**src/rtl/nsr_pkg.sv**
```systemverilog
// package: constants, register map and cycle timing of the nand status/id/reset controller
//==============================================================================
// Contract
// RULE_01: in cache programming status bit 5 shows true program readiness and bit 6 cache readiness, 0 busy and 1 ready.
// RULE_02: status bits 2 to 4 read 0, the upper byte of a wide part is don't-care, and the host masks unused bits.
// RULE_03: identification is command 90h, one address cycle 00h, then four reads: maker, device, third and fourth byte.
// RULE_04: the device stays in identification mode until another command is written.
// RULE_05: command FFh resets the device and aborts a busy random read, program or erase.
// RULE_06: cells whose program or erase was aborted by reset hold invalid data.
// RULE_07: reset clears the command register and sets status to C0h while write protect is high.
// RULE_08: after the reset command the busy output goes low for the reset busy interval, then is released.
// RULE_09: after power-up with the auto-read strap high first-page data is ready, with it low a 00h read is latched.
// RULE_10: a 3.3 V part with the strap high reads the first page at power-on with no command or address.
// RULE_11: busy is normally high, goes low on program, erase or random read start, and returns high when done.
// RULE_12: the busy output is open-drain so several devices can be wired together.
// RULE_13: after power is valid the host waits at least 10 us before any command sequence.
// RULE_14: the host keeps write protect low during power-up and power-down; the code holds it low in the power-up wait but has no power-down handling.
// RULE_15: program and erase need a setup command and a confirm command before anything starts.
// RULE_16: in cache programming bit 1 gives the previous page result at cache ready, bit 0 the current at true ready.
// RULE_17: after command 70h the device stays in status mode and every read strobe returns current status.
package nsr_pkg;
   //==========================================================================
   // clock and timing
   localparam int CLK_NS = 40;
   localparam int PWR_NS = 10000;
   localparam int WE_LOW_NS = 60;
   localparam int WE_HIGH_NS = 20;
   localparam int RE_LOW_NS = 60;
   localparam int RE_HIGH_NS = 20;
   localparam int WB_NS = 100;
   localparam int SYNC_CYC = 2;
   localparam int PWR_CYC = (PWR_NS + CLK_NS - 1) / CLK_NS;
   localparam int WE_LOW_CYC = (WE_LOW_NS + CLK_NS - 1) / CLK_NS;
   localparam int WE_HIGH_CYC = (WE_HIGH_NS + CLK_NS - 1) / CLK_NS;
   localparam int RE_LOW_CYC = (RE_LOW_NS + CLK_NS - 1) / CLK_NS + SYNC_CYC;
   localparam int RE_HIGH_CYC = (RE_HIGH_NS + CLK_NS - 1) / CLK_NS;
   localparam int WB_CYC = (WB_NS + CLK_NS - 1) / CLK_NS;
   //==========================================================================
   // register offsets (byte addresses)
   localparam logic [4:0] OFS_CTRL = 5'h00;
   localparam logic [4:0] OFS_STAT = 5'h04;
   localparam logic [4:0] OFS_ID = 5'h08;
   localparam logic [4:0] OFS_NSTAT = 5'h0c;
   // control fields
   localparam int CTRL_GO = 0;
   localparam int CTRL_OP_LO = 1;
   localparam int CTRL_WPREL = 4;
   // status fields
   localparam int STAT_BUSY = 0;
   localparam int STAT_PWROK = 1;
   localparam int STAT_READY = 2;
   localparam int STAT_DONE = 3;
   localparam int STAT_ERR = 4;
   //==========================================================================
   // device commands and status mask
   localparam logic [7:0] CMD_READ_ID = 8'h90;
   localparam logic [7:0] CMD_STATUS = 8'h70;
   localparam logic [7:0] CMD_RESET = 8'hff;
   localparam logic [7:0] ID_ADDR = 8'h00;
   localparam logic [7:0] STATUS_MASK = 8'he3;
   localparam logic [7:0] NSTAT_RESET = 8'hc0;
   localparam int ID_BYTES = 4;
   //==========================================================================
   // operations and pin cycle kinds
   typedef enum logic [2:0] {
      OP_NONE = 3'b000,
      OP_ID = 3'b001,
      OP_STATUS = 3'b010,
      OP_RESET = 3'b011,
      OP_POLL = 3'b100
   } nsr_op_e;
   typedef enum logic [1:0] {
      CYC_CMD = 2'b00,
      CYC_ADDR = 2'b01,
      CYC_READ = 2'b10
   } nsr_cyc_e;
endpackage

```
**src/rtl/nsr_cyc_if.sv**
```systemverilog
// interface: one pin cycle request from the sequencer to the strobe engine
`timescale 1ns/100ps
interface nsr_cyc_if;
   import nsr_pkg::*;
   logic req;
   nsr_cyc_e kind;
   logic [7:0] wdata;
   logic hold;
   logic ack;
   logic [7:0] rdata;
   modport ctl (output req, kind, wdata, hold, input ack, rdata);
   modport pin (input req, kind, wdata, hold, output ack, rdata);
endinterface

```
**src/rtl/nsr_strobe.sv**
```systemverilog
// strobe engine: turns one cycle request into cle/ale/we/re pin timing
`timescale 1ns/100ps
module nsr_strobe (
   // clock and reset
   input wire logic aclk,
   input wire logic aresetn,
   // request side
   nsr_cyc_if.pin c,
   // device pins
   output logic nand_ce_n,
   output logic nand_cle,
   output logic nand_ale,
   output logic nand_we_n,
   output logic nand_re_n,
   output logic [7:0] nand_io_o,
   output logic nand_io_oe,
   input wire logic [7:0] nand_io_i
);
   import nsr_pkg::*;

   typedef enum logic [1:0] {
      ST_IDLE = 2'b00,
      ST_SET = 2'b01,
      ST_LOW = 2'b10,
      ST_HIGH = 2'b11
   } nsr_st_e;

   nsr_st_e st;
   logic [2:0] cnt;
   logic rd;
   logic [7:0] io_s1;
   logic [7:0] io_s2;

   //==========================================================================
   // data pins synchronised before sampling
   always_ff @(posedge aclk) begin
      io_s1 <= nand_io_i;
      io_s2 <= io_s1;
   end

   //==========================================================================
   // chip enable low across a whole sequence
   always_ff @(posedge aclk) begin
      if (!aresetn) begin
         nand_ce_n <= 1'b1;
      end else begin
         nand_ce_n <= !(c.hold || c.req || st != ST_IDLE);
      end
   end

   //==========================================================================
   // strobe sequencing: setup, low phase, high phase
   always_ff @(posedge aclk) begin
      if (!aresetn) begin
         st <= ST_IDLE;
         cnt <= 3'h0;
         rd <= 1'b0;
         nand_cle <= 1'b0;
         nand_ale <= 1'b0;
         nand_we_n <= 1'b1;
         nand_re_n <= 1'b1;
         nand_io_o <= 8'h00;
         nand_io_oe <= 1'b0;
         c.ack <= 1'b0;
         c.rdata <= 8'h00;
      end else begin
         c.ack <= 1'b0;
         case (st)
            ST_IDLE: begin
               if (c.req) begin
                  rd <= (c.kind == CYC_READ);
                  nand_cle <= (c.kind == CYC_CMD);
                  nand_ale <= (c.kind == CYC_ADDR);
                  nand_io_o <= c.wdata;
                  nand_io_oe <= (c.kind != CYC_READ);
                  st <= ST_SET;
               end
            end
            ST_SET: begin
               // latch lines settle one cycle before the strobe falls
               if (rd) begin
                  nand_re_n <= 1'b0;
                  cnt <= 3'(RE_LOW_CYC - 1);
               end else begin
                  nand_we_n <= 1'b0;
                  cnt <= 3'(WE_LOW_CYC - 1);
               end
               st <= ST_LOW;
            end
            ST_LOW: begin
               if (cnt == 3'h0) begin
                  nand_we_n <= 1'b1;
                  nand_re_n <= 1'b1;
                  if (rd) begin
                     c.rdata <= io_s2;
                     cnt <= 3'(RE_HIGH_CYC - 1);
                  end else begin
                     cnt <= 3'(WE_HIGH_CYC - 1);
                  end
                  st <= ST_HIGH;
               end else begin
                  cnt <= cnt - 3'h1;
               end
            end
            ST_HIGH: begin
               if (cnt == 3'h0) begin
                  nand_cle <= 1'b0;
                  nand_ale <= 1'b0;
                  nand_io_oe <= 1'b0;
                  c.ack <= 1'b1;
                  st <= ST_IDLE;
               end else begin
                  cnt <= cnt - 3'h1;
               end
            end
            default: begin
               st <= ST_IDLE;
            end
         endcase
      end
   end
endmodule

```
**src/rtl/nsr_host.sv**
```systemverilog
// top: axi4-lite controlled host for nand status, identification and reset
`timescale 1ns/100ps
module nsr_host #(
   parameter int PWR_CYCLES = nsr_pkg::PWR_CYC
) (
   // clock and reset
   input wire logic aclk,
   input wire logic aresetn,
   // axi4-lite write address and data
   input wire logic [4:0] s_axi_awaddr,
   input wire logic s_axi_awvalid,
   output logic s_axi_awready,
   input wire logic [31:0] s_axi_wdata,
   input wire logic [3:0] s_axi_wstrb,
   input wire logic s_axi_wvalid,
   output logic s_axi_wready,
   // axi4-lite write response
   output logic [1:0] s_axi_bresp,
   output logic s_axi_bvalid,
   input wire logic s_axi_bready,
   // axi4-lite read
   input wire logic [4:0] s_axi_araddr,
   input wire logic s_axi_arvalid,
   output logic s_axi_arready,
   output logic [31:0] s_axi_rdata,
   output logic [1:0] s_axi_rresp,
   output logic s_axi_rvalid,
   input wire logic s_axi_rready,
   // device pins
   output logic nand_ce_n,
   output logic nand_cle,
   output logic nand_ale,
   output logic nand_we_n,
   output logic nand_re_n,
   output logic nand_wp_n,
   output logic [7:0] nand_io_o,
   output logic nand_io_oe,
   input wire logic [7:0] nand_io_i,
   input wire logic nand_ready
);
   import nsr_pkg::*;

   // refuse a power wait that the 9-bit counter cannot hold
   if (PWR_CYCLES < 1 || PWR_CYCLES > 511) begin : g_pwr_check
      $error("PWR_CYCLES out of range 1..511");
   end

   typedef enum logic [2:0] {
      M_PWR = 3'b000,
      M_IDLE = 3'b001,
      M_CMD = 3'b010,
      M_ADR = 3'b011,
      M_RD = 3'b100,
      M_WB = 3'b101,
      M_RB = 3'b110
   } nsr_state_e;

   nsr_cyc_if c ();

   nsr_state_e state;
   nsr_op_e op;
   nsr_op_e cur_op;
   logic [8:0] pwr_cnt;
   logic [2:0] wb_cnt;
   logic [1:0] rd_idx;
   logic pend;
   logic go;
   logic wp_rel;
   logic done;
   logic err;
   logic rdy_s1;
   logic rdy_s2;
   logic [7:0] id_byte [ID_BYTES];
   logic [7:0] nstat;
   logic [4:0] aw_addr;
   logic [31:0] w_data;
   logic [3:0] w_strb;
   logic wr_do;
   logic [31:0] rd_mux;
   logic [1:0] rd_resp;

   //==========================================================================
   // pin cycle engine
   nsr_strobe u_strobe (
      .aclk(aclk),
      .aresetn(aresetn),
      .c(c.pin),
      .nand_ce_n(nand_ce_n),
      .nand_cle(nand_cle),
      .nand_ale(nand_ale),
      .nand_we_n(nand_we_n),
      .nand_re_n(nand_re_n),
      .nand_io_o(nand_io_o),
      .nand_io_oe(nand_io_oe),
      .nand_io_i(nand_io_i)
   );

   //==========================================================================
   // open-drain busy line synchronised
   always_ff @(posedge aclk) begin
      rdy_s1 <= nand_ready; // [RULE_12]
      rdy_s2 <= rdy_s1;
   end

   //==========================================================================
   // axi write channels: address and data taken in either order
   assign wr_do = !s_axi_awready && !s_axi_wready && !s_axi_bvalid;
   always_ff @(posedge aclk) begin
      if (!aresetn) begin
         s_axi_awready <= 1'b1;
         s_axi_wready <= 1'b1;
         s_axi_bvalid <= 1'b0;
         s_axi_bresp <= 2'b00;
         aw_addr <= 5'h00;
         w_data <= 32'h0;
         w_strb <= 4'h0;
      end else begin
         if (s_axi_awvalid && s_axi_awready) begin
            s_axi_awready <= 1'b0;
            aw_addr <= s_axi_awaddr;
         end
         if (s_axi_wvalid && s_axi_wready) begin
            s_axi_wready <= 1'b0;
            w_data <= s_axi_wdata;
            w_strb <= s_axi_wstrb;
         end
         if (wr_do) begin
            s_axi_bvalid <= 1'b1;
            s_axi_bresp <= (aw_addr[4] == 1'b0) ? 2'b00 : 2'b10;
         end
         if (s_axi_bvalid && s_axi_bready) begin
            s_axi_bvalid <= 1'b0;
            s_axi_awready <= 1'b1;
            s_axi_wready <= 1'b1;
         end
      end
   end

   //==========================================================================
   // control register: operation select, write-protect release, go pulse
   always_ff @(posedge aclk) begin
      if (!aresetn) begin
         op <= OP_NONE;
         wp_rel <= 1'b0;
         go <= 1'b0;
      end else begin
         go <= 1'b0;
         if (wr_do && aw_addr == OFS_CTRL && w_strb[0]) begin
            op <= nsr_op_e'(w_data[CTRL_OP_LO +: 3]);
            wp_rel <= w_data[CTRL_WPREL];
            go <= w_data[CTRL_GO];
         end
      end
   end

   //==========================================================================
   // write protect held low until power settles and software releases it
   always_ff @(posedge aclk) begin
      if (!aresetn) begin
         nand_wp_n <= 1'b0;
      end else begin
         nand_wp_n <= wp_rel && state != M_PWR; // [RULE_14]
      end
   end

   //==========================================================================
   // axi read channel
   always_comb begin
      rd_mux = 32'h0;
      rd_resp = 2'b00;
      case (s_axi_araddr[4:2])
         3'h0: rd_mux = {27'h0, wp_rel, op, 1'b0};
         3'h1: rd_mux = {27'h0, err, done, rdy_s2, state != M_PWR, state > M_IDLE};
         3'h2: rd_mux = {id_byte[3], id_byte[2], id_byte[1], id_byte[0]};
         3'h3: rd_mux = {24'h0, nstat};
         default: rd_resp = 2'b10;
      endcase
   end
   always_ff @(posedge aclk) begin
      if (!aresetn) begin
         s_axi_arready <= 1'b1;
         s_axi_rvalid <= 1'b0;
         s_axi_rdata <= 32'h0;
         s_axi_rresp <= 2'b00;
      end else if (s_axi_arvalid && s_axi_arready) begin
         s_axi_arready <= 1'b0;
         s_axi_rvalid <= 1'b1;
         s_axi_rdata <= rd_mux;
         s_axi_rresp <= rd_resp;
      end else if (s_axi_rvalid && s_axi_rready) begin
         s_axi_rvalid <= 1'b0;
         s_axi_arready <= 1'b1;
      end
   end

   //==========================================================================
   // operation sequencer
   assign c.hold = state == M_CMD || state == M_ADR || state == M_RD;
   always_ff @(posedge aclk) begin
      if (!aresetn) begin
         state <= M_PWR;
         cur_op <= OP_NONE;
         pwr_cnt <= 9'h0;
         wb_cnt <= 3'h0;
         rd_idx <= 2'h0;
         pend <= 1'b0;
         c.req <= 1'b0;
         c.kind <= CYC_CMD;
         c.wdata <= 8'h00;
         done <= 1'b0;
         err <= 1'b0;
      end else begin
         c.req <= 1'b0;
         if (c.ack) begin
            pend <= 1'b0;
         end
         case (state)
            M_PWR: begin
               // no command until the recovery time has run
               if (pwr_cnt == 9'(PWR_CYCLES - 1)) begin // [RULE_13]
                  state <= M_IDLE;
               end else begin
                  pwr_cnt <= pwr_cnt + 9'h1;
               end
            end
            M_IDLE: begin
               if (go) begin
                  cur_op <= op;
                  rd_idx <= 2'h0;
                  done <= 1'b0;
                  err <= 1'b0;
                  // only non-altering commands are sent, so no setup/confirm pair arises
                  case (op)
                     OP_ID: begin // [RULE_03]
                        c.wdata <= CMD_READ_ID;
                        state <= M_CMD;
                     end
                     OP_STATUS: begin // [RULE_17]
                        c.wdata <= CMD_STATUS;
                        state <= M_CMD;
                     end
                     OP_RESET: begin // [RULE_15]
                        c.wdata <= CMD_RESET;
                        state <= M_CMD;
                     end
                     OP_POLL: begin // [RULE_04]
                        state <= M_RD;
                     end
                     default: begin
                        err <= 1'b1;
                     end
                  endcase
               end
            end
            M_CMD: begin
               if (!pend) begin
                  c.req <= 1'b1;
                  c.kind <= CYC_CMD;
                  pend <= 1'b1;
               end else if (c.ack) begin
                  case (cur_op)
                     OP_ID: begin
                        c.wdata <= ID_ADDR; // [RULE_03]
                        state <= M_ADR;
                     end
                     OP_RESET: begin
                        wb_cnt <= 3'(WB_CYC - 1);
                        state <= M_WB;
                     end
                     default: begin
                        state <= M_RD;
                     end
                  endcase
               end
            end
            M_ADR: begin
               if (!pend) begin
                  c.req <= 1'b1;
                  c.kind <= CYC_ADDR;
                  pend <= 1'b1;
               end else if (c.ack) begin
                  state <= M_RD;
               end
            end
            M_RD: begin
               if (!pend) begin
                  c.req <= 1'b1;
                  c.kind <= CYC_READ;
                  pend <= 1'b1;
               end else if (c.ack) begin
                  rd_idx <= rd_idx + 2'h1;
                  if (cur_op != OP_ID || rd_idx == 2'(ID_BYTES - 1)) begin
                     done <= 1'b1;
                     state <= M_IDLE;
                  end
               end
            end
            M_WB: begin
               // let the device pull busy low before watching it
               if (wb_cnt == 3'h0) begin
                  state <= M_RB;
               end else begin
                  wb_cnt <= wb_cnt - 3'h1;
               end
            end
            M_RB: begin
               if (rdy_s2) begin // [RULE_08]
                  done <= 1'b1;
                  state <= M_IDLE;
               end
            end
            default: begin
               state <= M_IDLE;
            end
         endcase
         if (go && state != M_IDLE) begin
            err <= 1'b1;
         end
      end
   end

   //==========================================================================
   // read data capture: id bytes in order, status masked
   always_ff @(posedge aclk) begin
      if (!aresetn) begin
         nstat <= NSTAT_RESET;
         for (int i = 0; i < ID_BYTES; i++) begin
            id_byte[i] <= 8'h00;
         end
      end else if (state == M_RD && c.ack) begin
         if (cur_op == OP_ID) begin
            id_byte[rd_idx] <= c.rdata; // [RULE_03]
         end else begin
            nstat <= c.rdata & STATUS_MASK; // [RULE_02]
         end
      end
   end
endmodule

```
**config.mk**
```make
export PLATFORM = sky130hd
export DESIGN_NAME = nsr_host
export DESIGN_NICKNAME = d
export VERILOG_FILES = /design/src/rtl/nsr_pkg.sv /design/src/rtl/nsr_cyc_if.sv /design/src/rtl/nsr_strobe.sv /design/src/rtl/nsr_host.sv
export SDC_FILE = /design/constraint.sdc
export NUM_CORES = 1
export LEC_CHECK = 0
export ABC_AREA = 1
export BUFFER_PORTS_ARGS = -buffer_cell sky130_fd_sc_hd__buf_4
export CAP_MARGIN = 20
export CORE_ASPECT_RATIO = 0.8
export CORE_MARGIN = 3
export CORE_UTILIZATION = 50
export DETAILED_ROUTE_END_ITERATION = 12
export PLACE_DENSITY = 0.78
export SYNTH_ARGS = -nofsm -noshare
export SYNTH_HDL_FRONTEND = slang
export SYNTH_HIERARCHICAL = 1
export SYNTH_SLANG_ARGS = --single-unit
```
**constraint.sdc**
```tcl
create_clock -name aclk -period 1.9 [get_ports aclk]
set_input_delay 0.19 -clock aclk [delete_from_list [all_inputs] [get_ports aclk]]
set_output_delay 0.19 -clock aclk [all_outputs]
set_load 0.02 [all_outputs]
```
[Yosys cells after proc, flatten, opt, wreduce, memory -nomap -nowiden]
Memory sizes are Yosys's and may differ from the RTL's.
Index checks and enable logic that the tools add are counted.
Widths: inputs -> output; s select.
Word-level totals
  output and inout bits: 56
  bits in latches: 0
  memories kept: 1
  register bits after elaboration: 144
  input bits: 62
  memory bits (writable): 32
  logic and storage cells: 252
  memory bits (read-only): 0
Operators by class
  $add $sub $neg: 4
  equal/unequal tests: 50
  div/mod/pow operators: 0
  bitwise gates (word level): 3
  $mul: 0
  shifts and indexed selects: 0
  reduce and logical (&&, ||, !) cells: 67
  multiplexer cells: 83
  $lt $le $gt $ge: 1
Memories
  id_byte: depth 4, bits a word 8, rd ports 4, clocked after memory_dff 0, write ports 4, RTL line nsr_host.sv:73  | logic [7:0] id_byte [ID_BYTES];
Operators with widths (count)
  $pmux 32 s4: 1
  $mux 3: 17
  $mux 8: 5
  $ne 2x2->1 const B: 16
  $mux 1: 31
  $mux 2: 13
  $pmux 8 s3: 1
  $eq 3x2->1 const B: 7
  $pmux 3 s7: 1
  $pmux 3 s2: 3
  $reduce_and 2->1: 9
  $reduce_bool 2->1: 9
  $ne 2x1->1 const B: 8
  $pmux 8 s2: 1
  $reduce_and 3->1: 5
  $eq 3x1->1 const B: 4
  $eq 3x3->1 const B: 4
  $logic_and 1x1->1: 12
  $logic_not 3->1: 4
  $reduce_and 12->1: 1
  $reduce_and 6->1: 2
  $reduce_bool 3->1: 4
  $pmux 1 s2: 5
  $add 9x1->9 const B: 1
  other kinds (25): 44

[Longest topological paths before layout]
Gate-level depths: netlist of run 1.
  depth in word-level cells: 7
  mapped depth: 11
  gate-level depth less buffers: 11

[Cells and area by module]
Netlist of run 1, hierarchy kept.
Modules (own cells, without submodules)
  nsr_host: times used 1, cells an instance 634, sequential area each 2822.7 um2, area an instance 5247.5 um2
  nsr_strobe: times used 1, cells an instance 217, sequential area each 900.9 um2, area an instance 1684.1 um2

[Worst setup path after synthesis of run 1]
OpenSTA, ideal clock, no wires.
  path kind: register to register
  from: register state[0]
  to: memory id_byte[3][0] (enable)
  path slack: 71 ps
  stages on the path, launching flop included: 8
  arrival time: 1446 ps
  library setup time: 383 ps
  clock period less this slack: 1829 ps
  required time: 1517 ps
  path buffers: 1
  cell sequence: dfxtp_1 -> buf_6 -> inv_4 -> nand2_4 -> nor2_8 -> nand4_4 -> nor2_4 -> nor3_1
RTL lines
  from (decl): RTL line nsr_host.sv:60  | nsr_state_e state;
  from (signal assigned): RTL line nsr_host.sv:201  | state <= M_PWR;
  from (signal assigned): RTL line nsr_host.sv:221  | state <= M_IDLE;
  from (signal assigned): RTL line nsr_host.sv:236  | state <= M_CMD;
  to (decl): RTL line nsr_host.sv:73

==> results of run 1 <==
## routing by layer
metal / GRT usage / vias to the layer above / routed length (um)
li1: - / 2955 / -
met1: 0.2808 / 2568 / 7127
met2: 0.2978 / 136 / 6481
met3: 0.05354 / 17 / 848
met4: 0.05718 / 0 / 147
met5: 0 / - / 0
## layout make-up
class	count	area (um2)	area share
sequential	170	3725	0.4407
inverter	87	329.1	0.03893
clock inverter	8	80.08	0.009474
multi-input combinational	566	2729	0.3229
timing repair buffer	107	855.8	0.1013
tap	175	219.0	0.02591
clock buffer	24	514.2	0.06084
## tightest hold or removal path: cells and delay by family
| family | cells | cell delay, ns |
|---|---|---|
| buffers and inverters | 1 | 0.07 |
| AO/OA/AOI/OAI | 1 | 0.07 |
| AND/OR/NAND/NOR | 1 | 0.07 |
## how the worst min path moves through the flow
stage,end,slack [ns],depth (start not counted)
2_1_floorplan,rdy_s1,0.22,0
3_3_place_gp,u_strobe/io_s1[2],0.30,1
3_5_place_dp,u_strobe/io_s1[1],0.30,1
4_1_cts,aw_addr[3],0.002,3
5_1_grt,aw_addr[3],0.004,3
6_report,aw_addr[3],0.01,3
## synthesized netlist by cell type, types with 2 or more instances
| cell type | count | share of area |
|---|---|---|
| nor2_2 | 5 | 0.0045 |
| nor2_1 | 122 | 0.066 |
| nor2_4 | 4 | 0.0065 |
| nand4_1 | 7 | 0.0063 |
| nor3_1 | 11 | 0.0079 |
| xor2_1 | 2 | 0.0025 |
| nand2_2 | 10 | 0.0090 |
| nand2_1 | 177 | 0.096 |
| inv_2 | 8 | 0.0043 |
| a21oi_1 | 79 | 0.057 |
| clkbuf_1 | 19 | 0.010 |
| buf_6 | 4 | 0.0065 |
| edfxtp_1 | 32 | 0.14 |
| buf_2 | 3 | 0.0022 |
| dfxtp_1 | 138 | 0.40 |
| o211ai_1 | 5 | 0.0054 |
| ha_1 | 11 | 0.020 |
| a31oi_1 | 2 | 0.0018 |
| buf_4 | 3 | 0.0032 |
| nand2_4 | 5 | 0.0081 |
| o21ai_0 | 75 | 0.054 |
| inv_1 | 77 | 0.042 |
| nand3_1 | 33 | 0.024 |
| nand3b_1 | 4 | 0.0043 |
## logic make-up after synthesis
logic type	count (synthesis)	synth area share
AND/OR/NAND/NOR	383	0.2433
flip-flops	170	0.5372
AO/OA/AOI/OAI	167	0.1256
buffers and inverters	116	0.06967
adder cells (fa/ha/maj)	11	0.01986
XOR/XNOR	3	0.003791
other	1	0.0005410
## power by group
group,internal (mW),switching [mW],total [mW],leakage (nW)
Sequential,3.90,0.115,4.02,1.43
Clock,2.04,1.37,3.41,0.288
Combinational,0.519,0.856,1.38,1.83
## state kept, by name (all words and copies together) (netlist names), 2 cells and up
signal	count
id_byte	32
s_axi_rdata	32
pwr_cnt	9
u_strobe/c.rdata	8
u_strobe/io_s1	8
u_strobe/io_s2	8
u_strobe/nand_io_o	8
aw_addr	5
nstat	5
w_data	5
c.wdata	4
cur_op	3
op	3
state	3
u_strobe/cnt	3
wb_cnt	3
c.kind	2
rd_idx	2
u_strobe/st	2
## per-stage QoR
| stage | total power [mW] | std cells | utilization |
|---|---|---|---|
| after global placement | 5.410 | 1094 | 0.5871 |
| after global routing | 9.225 | 1137 | 0.6406 |
| after floorplan | 5.039 | 852 | - |
| after CTS | 8.876 | 1137 | 0.6405 |
| final | 8.802 | 1137 | 0.6406 |
| after detailed placement | 5.446 | 1094 | 0.5871 |
## what timing repair did
item,CTS,global route
setup buffers,0,0
endpoints found under the setup margin,0,2
resized for setup,0,1
endpoints found under the hold margin,11,0
hold buffers,11,0
==> impl_metrics.yaml, run 1 <==
run_status:
  status: "finished, final reports clean"
setup_path:
  crit_end: "id_byte[0][7]"
  cpPeakStageDelay_ns: 0.33
  cp_common_cell: "nand2_4"
  end_kind: "register"
  cp_top_family: "simple AND/OR/NAND/NOR gates"
  worstPathCellList: "inv_4 > nand2_4 > nor2_8 > nand4_4 > nor2_4 > nand2_4 > nand2_1"
  timing.rr.start: "state[0]"
  path_buf_inv: 1
  required_ns: 1.99
  critPathKind: "reg -> reg"
  crit_path_top_delay_cell: "dfxtp_1"
  rrSetupSlack_ns: 0.22
  startpoint: "state[0]"
  worst-path-stages: 7
  crit_path_max_fanout: 9
  ff2ff_path_depth: 7
  critPathLaunchType: "register"
  arrival_ns: 1.76
  reg2reg_to: "id_byte[0][7]"
logic_synthesis:
  synth-main-ff-cell: "dfxtp_1"
  synthArstFlopShare: 0
  yosysWarnings: 6
  yosys_register_bits: 170
  synth_edf_count: 32
  syn_area_per_cell_um2: 8.145
  synthCells: 851
  synth_area_um2: 6932
  yosysSeqAreaShare: 0.5372
  ys_types: 39
grt:
  antenna_found_initial: 0
  grt_pass1_wl_um: 24510
  grt_pass1_vias: 5379
  grt_max_degree: 93
  grt_overflow: 0
  grtUsageTotal: 0.1981
clock_tree:
  cts_buffer_depth: 2
  cts.sinks: 170
  clk_pin_slew_ns: 0.06
  worstSkewPairLatency_ns: 0.43
  cts_htree_levels: 4
  root_buffer: "clkbuf_16"
  cts_tree: "yes"
  cts-buffers-inserted: 17
die:
  rows: 37
  die_h_um: 111.3
  coreArea_um2: 13190
  start_util: 0.5254
  io_pins: 118
  die-area_um2: 15320
  die_w_um: 137.6
placed_design:
  pre_cts_ws_ns: 0.1853
  gp_congestion: 0.8613
  postPlaceCellArea_um2: 7746
  dp_hpwl_um: 9914
  io_buffers: 83
layout:
  num-fill-cells: 1092
  layout_commonest_cell: "nand2_1"
  syn2layout_area_growth_pct: 21.93
  drive_above_1_share: 0.1726
  final_cell_area_um2: 8452
  final_cell_mix: "177 x nand2_1, 137 x dfxtp_1, 122 x nor2_1, 94 x buf_4, 79 x a21oi_1"
  finalNetCount: 1022
  diodes: 0
sta:
  max_freq_ghz: 0.5967
  finalClockSkew_ns: 0.01455
  holdWs_ns: 0.009897
  final.min_clock_period_ns: 1.676
  setup_viol: 0
  finalHoldViolCount: 0
  rsz0062_at_grt: "false"
  finalSetupTns_ns: 0
  min_period_over_period: 0.8821
  setup_ws_ns: 0.2240
  slew_viol_final: 0
routing:
  vias: 5676
  route.antenna.remaining_nets: 0
  via_per_inst: 4.992
  drc: 0
  wirelength_um: 14610
  wl_per_cell_um: 12.85
  drtPass1Iterations: 5
  first_iter_violations: 392
pwr:
  p_leak_nw: 3.554
  peakVddDrop_uv: 760.3
  p_per_area_nw_per_um2: 1041
job:
  cap_violations: 0
hold_path:
  hold_path_class: "in -> reg"
  hp-start: "s_axi_awaddr[3]"
Power figures use the tool's default switching activity.
==> run 2, diff against run 1 <==
BUFFER_PORTS_ARGS = default   (was -buffer_cell sky130_fd_sc_hd__buf_4)
DONT_BUFFER_PORTS = 1   (was default)
PLACE_DENSITY = 0.71   (was 0.78)
==> run 2 against run 1 <==
  * Largest power group unchanged
  * Largest cell class unchanged
  * Flip-flop and latch count is the same
  * Highest routed layer unchanged
  * Combinational power shrank 22%
  * Register-to-register slack lost 0.06 ns
  * Maximum frequency shrank 3.2%
  * Clock power grew 3%
  * Wire length grew 0.34%
==> impl_metrics.yaml, run 2 (synthesis results as in run 1) <==
setup_path:
  cpPeakStageDelay_ns: 0.48
  reg2reg_to: "id_byte[0][6]"
  crit_path_top_delay_cell: "dfxtp_1"
  critPathLaunchType: "register"
  critPathKind: "reg -> reg"
  arrival_ns: 1.82
  timing.rr.start: "state[1]"
  required_ns: 1.99
  cp_top_family: "simple AND/OR/NAND/NOR gates"
  ff2ff_path_depth: 5
  path_buf_inv: 0
  worstPathCellList: "nor2_8 > nand4_4 > nor2_4 > nand2_4 > nand2_1"
  rrSetupSlack_ns: 0.17
  end_kind: "register"
  crit_path_max_fanout: 9
layout:
  layout_commonest_cell: "nand2_1"
  largestRegisters: "id_byte (32), s_axi_rdata (32), pwr_cnt (9)"
  drive_above_1_share: 0.09588
  final_util: 0.6092
  final_cell_mix: "177 x nand2_1, 138 x dfxtp_1, 122 x nor2_1, 79 x a21oi_1, 77 x inv_1"
  syn2layout_area_growth_pct: 15.96
  diodes: 0
  finalNetCount: 957
  num-fill-cells: 1143
sta:
  min_period_over_period: 0.9117
  finalSetupTns_ns: 0
  holdWs_ns: 0.06305
  finalHoldViolCount: 0
  slew_viol_final: 0
  final.min_clock_period_ns: 1.732
  rsz0062_at_grt: "false"
  max_freq_ghz: 0.5773
  finalClockSkew_ns: 0.01159
  setup_viol: 0
  slew_headroom: 0.6332
  max_slew.worst_pin.slew_ns: 0.5460
routing:
  route.antenna.remaining_nets: 0
  first_iter_violations: 368
  vias: 5494
  wirelength_um: 14660
  wl_per_cell_um: 13.67
  via_per_inst: 5.125
  drtPass1Iterations: 5
  drc: 0
grt:
  grtUsageTotal: 0.1971
  grt_pass1_wl_um: 24340
  grt_overflow: 0
  grt_pass1_vias: 5160
  antenna_found_initial: 0
  grt_max_degree: 90
clock_tree:
  cts.sinks: 170
  worstSkewPairLatency_ns: 0.43
  clk_pin_slew_ns: 0.08
  cts_tree: "yes"
  cts-buffers-inserted: 17
  cts_htree_levels: 4
  cts_buffer_depth: 2
  root_buffer: "clkbuf_16"
  ctsHoldBuffers: 29
  cts_setup_buffers: 0
  cts_resized: 0
placed_design:
  dp_hpwl_um: 9570
  io_buffers: 0
  gp_congestion: 0.8319
hold_path:
  whs_path_depth: 2
  hold_end: "w_data[0]"
  hp-start: "s_axi_wvalid"
  hold_path_class: "in -> reg"
pwr:
  p_leak_nw: 3.219
  netSwitchingPower_mw: 2.640
  seqPwrFrac: 0.476
  peakVddDrop_uv: 695.7
  switching_share: 0.3020
  intPower_mw: 6.102
  p_clk_frac: 0.400
  p_per_area_nw_per_um2: 1088
  power_frac_comb: 0.124
job:
  cap_violations: 0
run_status:
  status: "finished, final reports clean"
die:
  start_util: 0.5254
  coreArea_um2: 13190
  die_h_um: 111.3
  die_w_um: 137.6
  die-area_um2: 15320
  io_pins: 118
  rows: 37
[run 2: worst max path at each step]
stage | startpoint | end | cells after the start | slack, ns
after detailed placement | state[1] | id_byte[0][1] | 5 | 0.18
after global routing | state[1] | id_byte[0][2] | 5 | 0.06
after CTS | state[1] | id_byte[0][5] | 5 | 0.17
final | state[1] | id_byte[0][6] | 5 | 0.17
after floorplan | state[0] | id_byte[3][0] | 7 | 0.07
after global placement | state[1] | id_byte[0][5] | 5 | 0.21
[run 2: cell type report]
| cell class | count | area, um2 | area share |
|---|---|---|---|
| sequential | 170 | 3724 | 0.4633 |
| multi-input combinational | 566 | 2729 | 0.3395 |
| timing repair buffer | 42 | 417.9 | 0.05199 |
| inverter | 87 | 329.1 | 0.04094 |
| tap | 175 | 219.0 | 0.02724 |
| clock inverter | 15 | 193.9 | 0.02413 |
| clock buffer | 17 | 425.4 | 0.05293 |
[run 2: through the flow]
step | cell area [um2] | std cells | setup slack, ns | power (mW)
after CTS | 8038 | 1072 | 0.1706 | 8.813
after global placement | 7111 | 1011 | 0.2066 | 5.197
after global routing | 8038 | 1072 | 0.05945 | 9.152
final | 8038 | 1072 | 0.1677 | 8.742
after detailed placement | 7111 | 1011 | 0.1805 | 5.223
after floorplan | 6935 | 852 | 0.07095 | 5.039
[run 2: power by group through the flow]
| stage | logic [mW] | clock network, mW | registers [mW] |
|---|---|---|---|
| floorplan | 0.835 | 0 | 4.20 |
| global placement | 0.958 | 0 | 4.24 |
| detailed placement | 0.982 | 0 | 4.24 |
| CTS | 1.08 | 3.57 | 4.16 |
| global route | 1.25 | 3.72 | 4.19 |
| finish | 1.08 | 3.50 | 4.16 |
[run 2: routing by layer]
metal / global-route usage / wire [um] / vias up
met5: 0 / 0 / -
met4: 0.06117 / 228 / 0
met3: 0.05944 / 1100 / 22
met2: 0.2822 / 6148 / 156
met1: 0.2860 / 7178 / 2494
li1: - / - / 2822
==> run 3, diff against run 2 <==
RECOVER_POWER = 100   (was default)
==> run 3 against run 2 <==
  * Die area unchanged
  * Clock skew about the same
  * Global-route usage unchanged
  * Core utilization down 0.41 points
  * Sequential share of layout area up 0.31 points
  * Critical path type unchanged
  * Highest routed layer unchanged
==> impl_metrics.yaml, run 3 (synthesis results as in run 1) <==
die:
  coreArea_um2: 13190
  start_util: 0.5254
  io_pins: 118
  die_h_um: 111.3
  rows: 37
  die-area_um2: 15320
  die_w_um: 137.6
layout:
  num-fill-cells: 1159
  final_cells: 1072
  drive_above_1_share: 0.07692
  final_cell_mix: "181 x nand2_1, 138 x dfxtp_1, 126 x nor2_1, 81 x inv_1, 79 x a21oi_1"
  layout_commonest_cell: "nand2_1"
  finalNetCount: 957
  largestRegisters: "id_byte (32), s_axi_rdata (32), pwr_cnt (9)"
  syn2layout_area_growth_pct: 15.18
  final-seq-area_um2: 3724
  final_cell_area_um2: 7984
  multi_input_area_um2: 2699
  diodes: 0
placed_design:
  postPlaceCellArea_um2: 7111
  gp_congestion: 0.8319
  dp_hpwl_um: 9570
  io_buffers: 0
  pre_cts_ws_ns: 0.1805
  placed_cells: 1011
setup_path:
  path_buf_inv: 0
  arrival_ns: 2.03
  crit_path_top_delay_cell: "dfxtp_1"
  cpPeakStageDelay_ns: 0.62
  required_ns: 2.22
  crit_path_max_fanout: 9
  reg2reg_to: "state[2]"
  cp_top_family: "simple AND/OR/NAND/NOR gates"
  critPathKind: "reg -> reg"
  rrSetupSlack_ns: 0.19
  timing.rr.start: "state[1]"
  ff2ff_path_depth: 9
  critPathLaunchType: "register"
  worstPathCellList: "nor2_1 > nand2_2 > nand2_2 > nand2_1 > nand2_1 > nor2_4 > nand3_1 > nand2_1 > nor2_1"
  end_kind: "register"
  cp_common_cell: "nand2_1"
routing:
  drc: 0
  route.antenna.remaining_nets: 0
  first_iter_violations: 381
  via_per_inst: 5.127
  wirelength_um: 14680
  drtPass1Iterations: 5
  vias: 5496
  wl_per_cell_um: 13.69
grt:
  grt_overflow: 0
  grt_pass1_vias: 5160
  grt_max_degree: 90
  grtUsageTotal: 0.1971
  antenna_found_initial: 0
  grt_pass1_wl_um: 24340
pwr:
  p_per_area_nw_per_um2: 1092
  power_mw: 8.715
  peakVddDrop_uv: 695.0
  p_leak_nw: 3.190
sta:
  setup_viol: 0
  max_freq_ghz: 0.5839
  min_period_over_period: 0.9015
  finalHoldViolCount: 0
  setup_ws_ns: 0.1872
  max_slew.worst_pin.slew_ns: 0.5569
  finalClockSkew_ns: 0.01194
  slew_headroom: 0.6259
  rsz0062_at_grt: "false"
  final.min_clock_period_ns: 1.713
  finalSetupTns_ns: 0
  slew_viol_final: 0
clock_tree:
  ctsHoldBuffers: 29
  clk_pin_slew_ns: 0.08
  cts_setup_buffers: 0
  cts_buffer_depth: 2
  worstSkewPairLatency_ns: 0.43
  cts_tree: "yes"
  cts_htree_levels: 4
  root_buffer: "clkbuf_16"
  cts_resized: 0
  cts.sinks: 170
  cts-buffers-inserted: 17
hold_path:
  hold_path_class: "in -> reg"
  hp-start: "s_axi_wvalid"
  hold_end: "w_data[0]"
  whs_path_depth: 2
job:
  cap_violations: 0
run_status:
  status: "finished, final reports clean"
==> run 3: cell types whose count changed in the layout (fill, tap and decap cells not counted), moves of 2 or more <==
cell / delta
nand2_2: -3
clkbuf_1: +5
nor2_2: -3
nor2_1: +4
clkbuf_2: +2
inv_2: -4
inv_1: +4
buf_4: -7
nand2_1: +4
==> run 3: per-stage QoR <==
| stage | util | hold slack, ns |
|---|---|---|
| 3_3_place_gp | 0.5389 | 0.2178 |
| 5_1_grt | 0.6051 | 0.09191 |
| 3_5_place_dp | 0.5389 | 0.2178 |
| 2_1_floorplan | - | 0.2177 |
| 6_report | 0.6051 | 0.06636 |
| 4_1_cts | 0.6092 | 0.04755 |
==> run 3: cell type report <==
cell class / count / share of cell area
Clock buffer: 17 / 0.05328
Clock inverter: 15 / 0.02429
Inverter: 87 / 0.04122
Multi-Input combinational cell: 566 / 0.3380
Sequential cell: 170 / 0.4664
Tap cell: 175 / 0.02743
Timing Repair Buffer: 42 / 0.04937
==> run 3: metal layers <==
layer  up-vias  share of wire  track usage
li1       2823              -            -
met1      2481           0.49       0.2860
met2       170           0.42       0.2822
met3        22          0.077      0.05944
met4         0          0.017      0.06117
met5         -              0            0
==> run 3: report_power, final <==
group	internal, mW	leakage, nW	switching, mW
clock	1.81	0.300	1.69
combinational	0.373	1.46	0.675
sequential	3.90	1.43	0.259
==> run 3: worst max-delay path by stage <==
stage,start,endpoint,cells after the start
floorplan,state[0],id_byte[3][0],7
global placement,state[1],id_byte[0][5],5
detailed placement,state[1],id_byte[0][1],5
CTS,state[1],id_byte[0][5],5
global route,state[1],state[2],9
finish,state[1],state[2],9
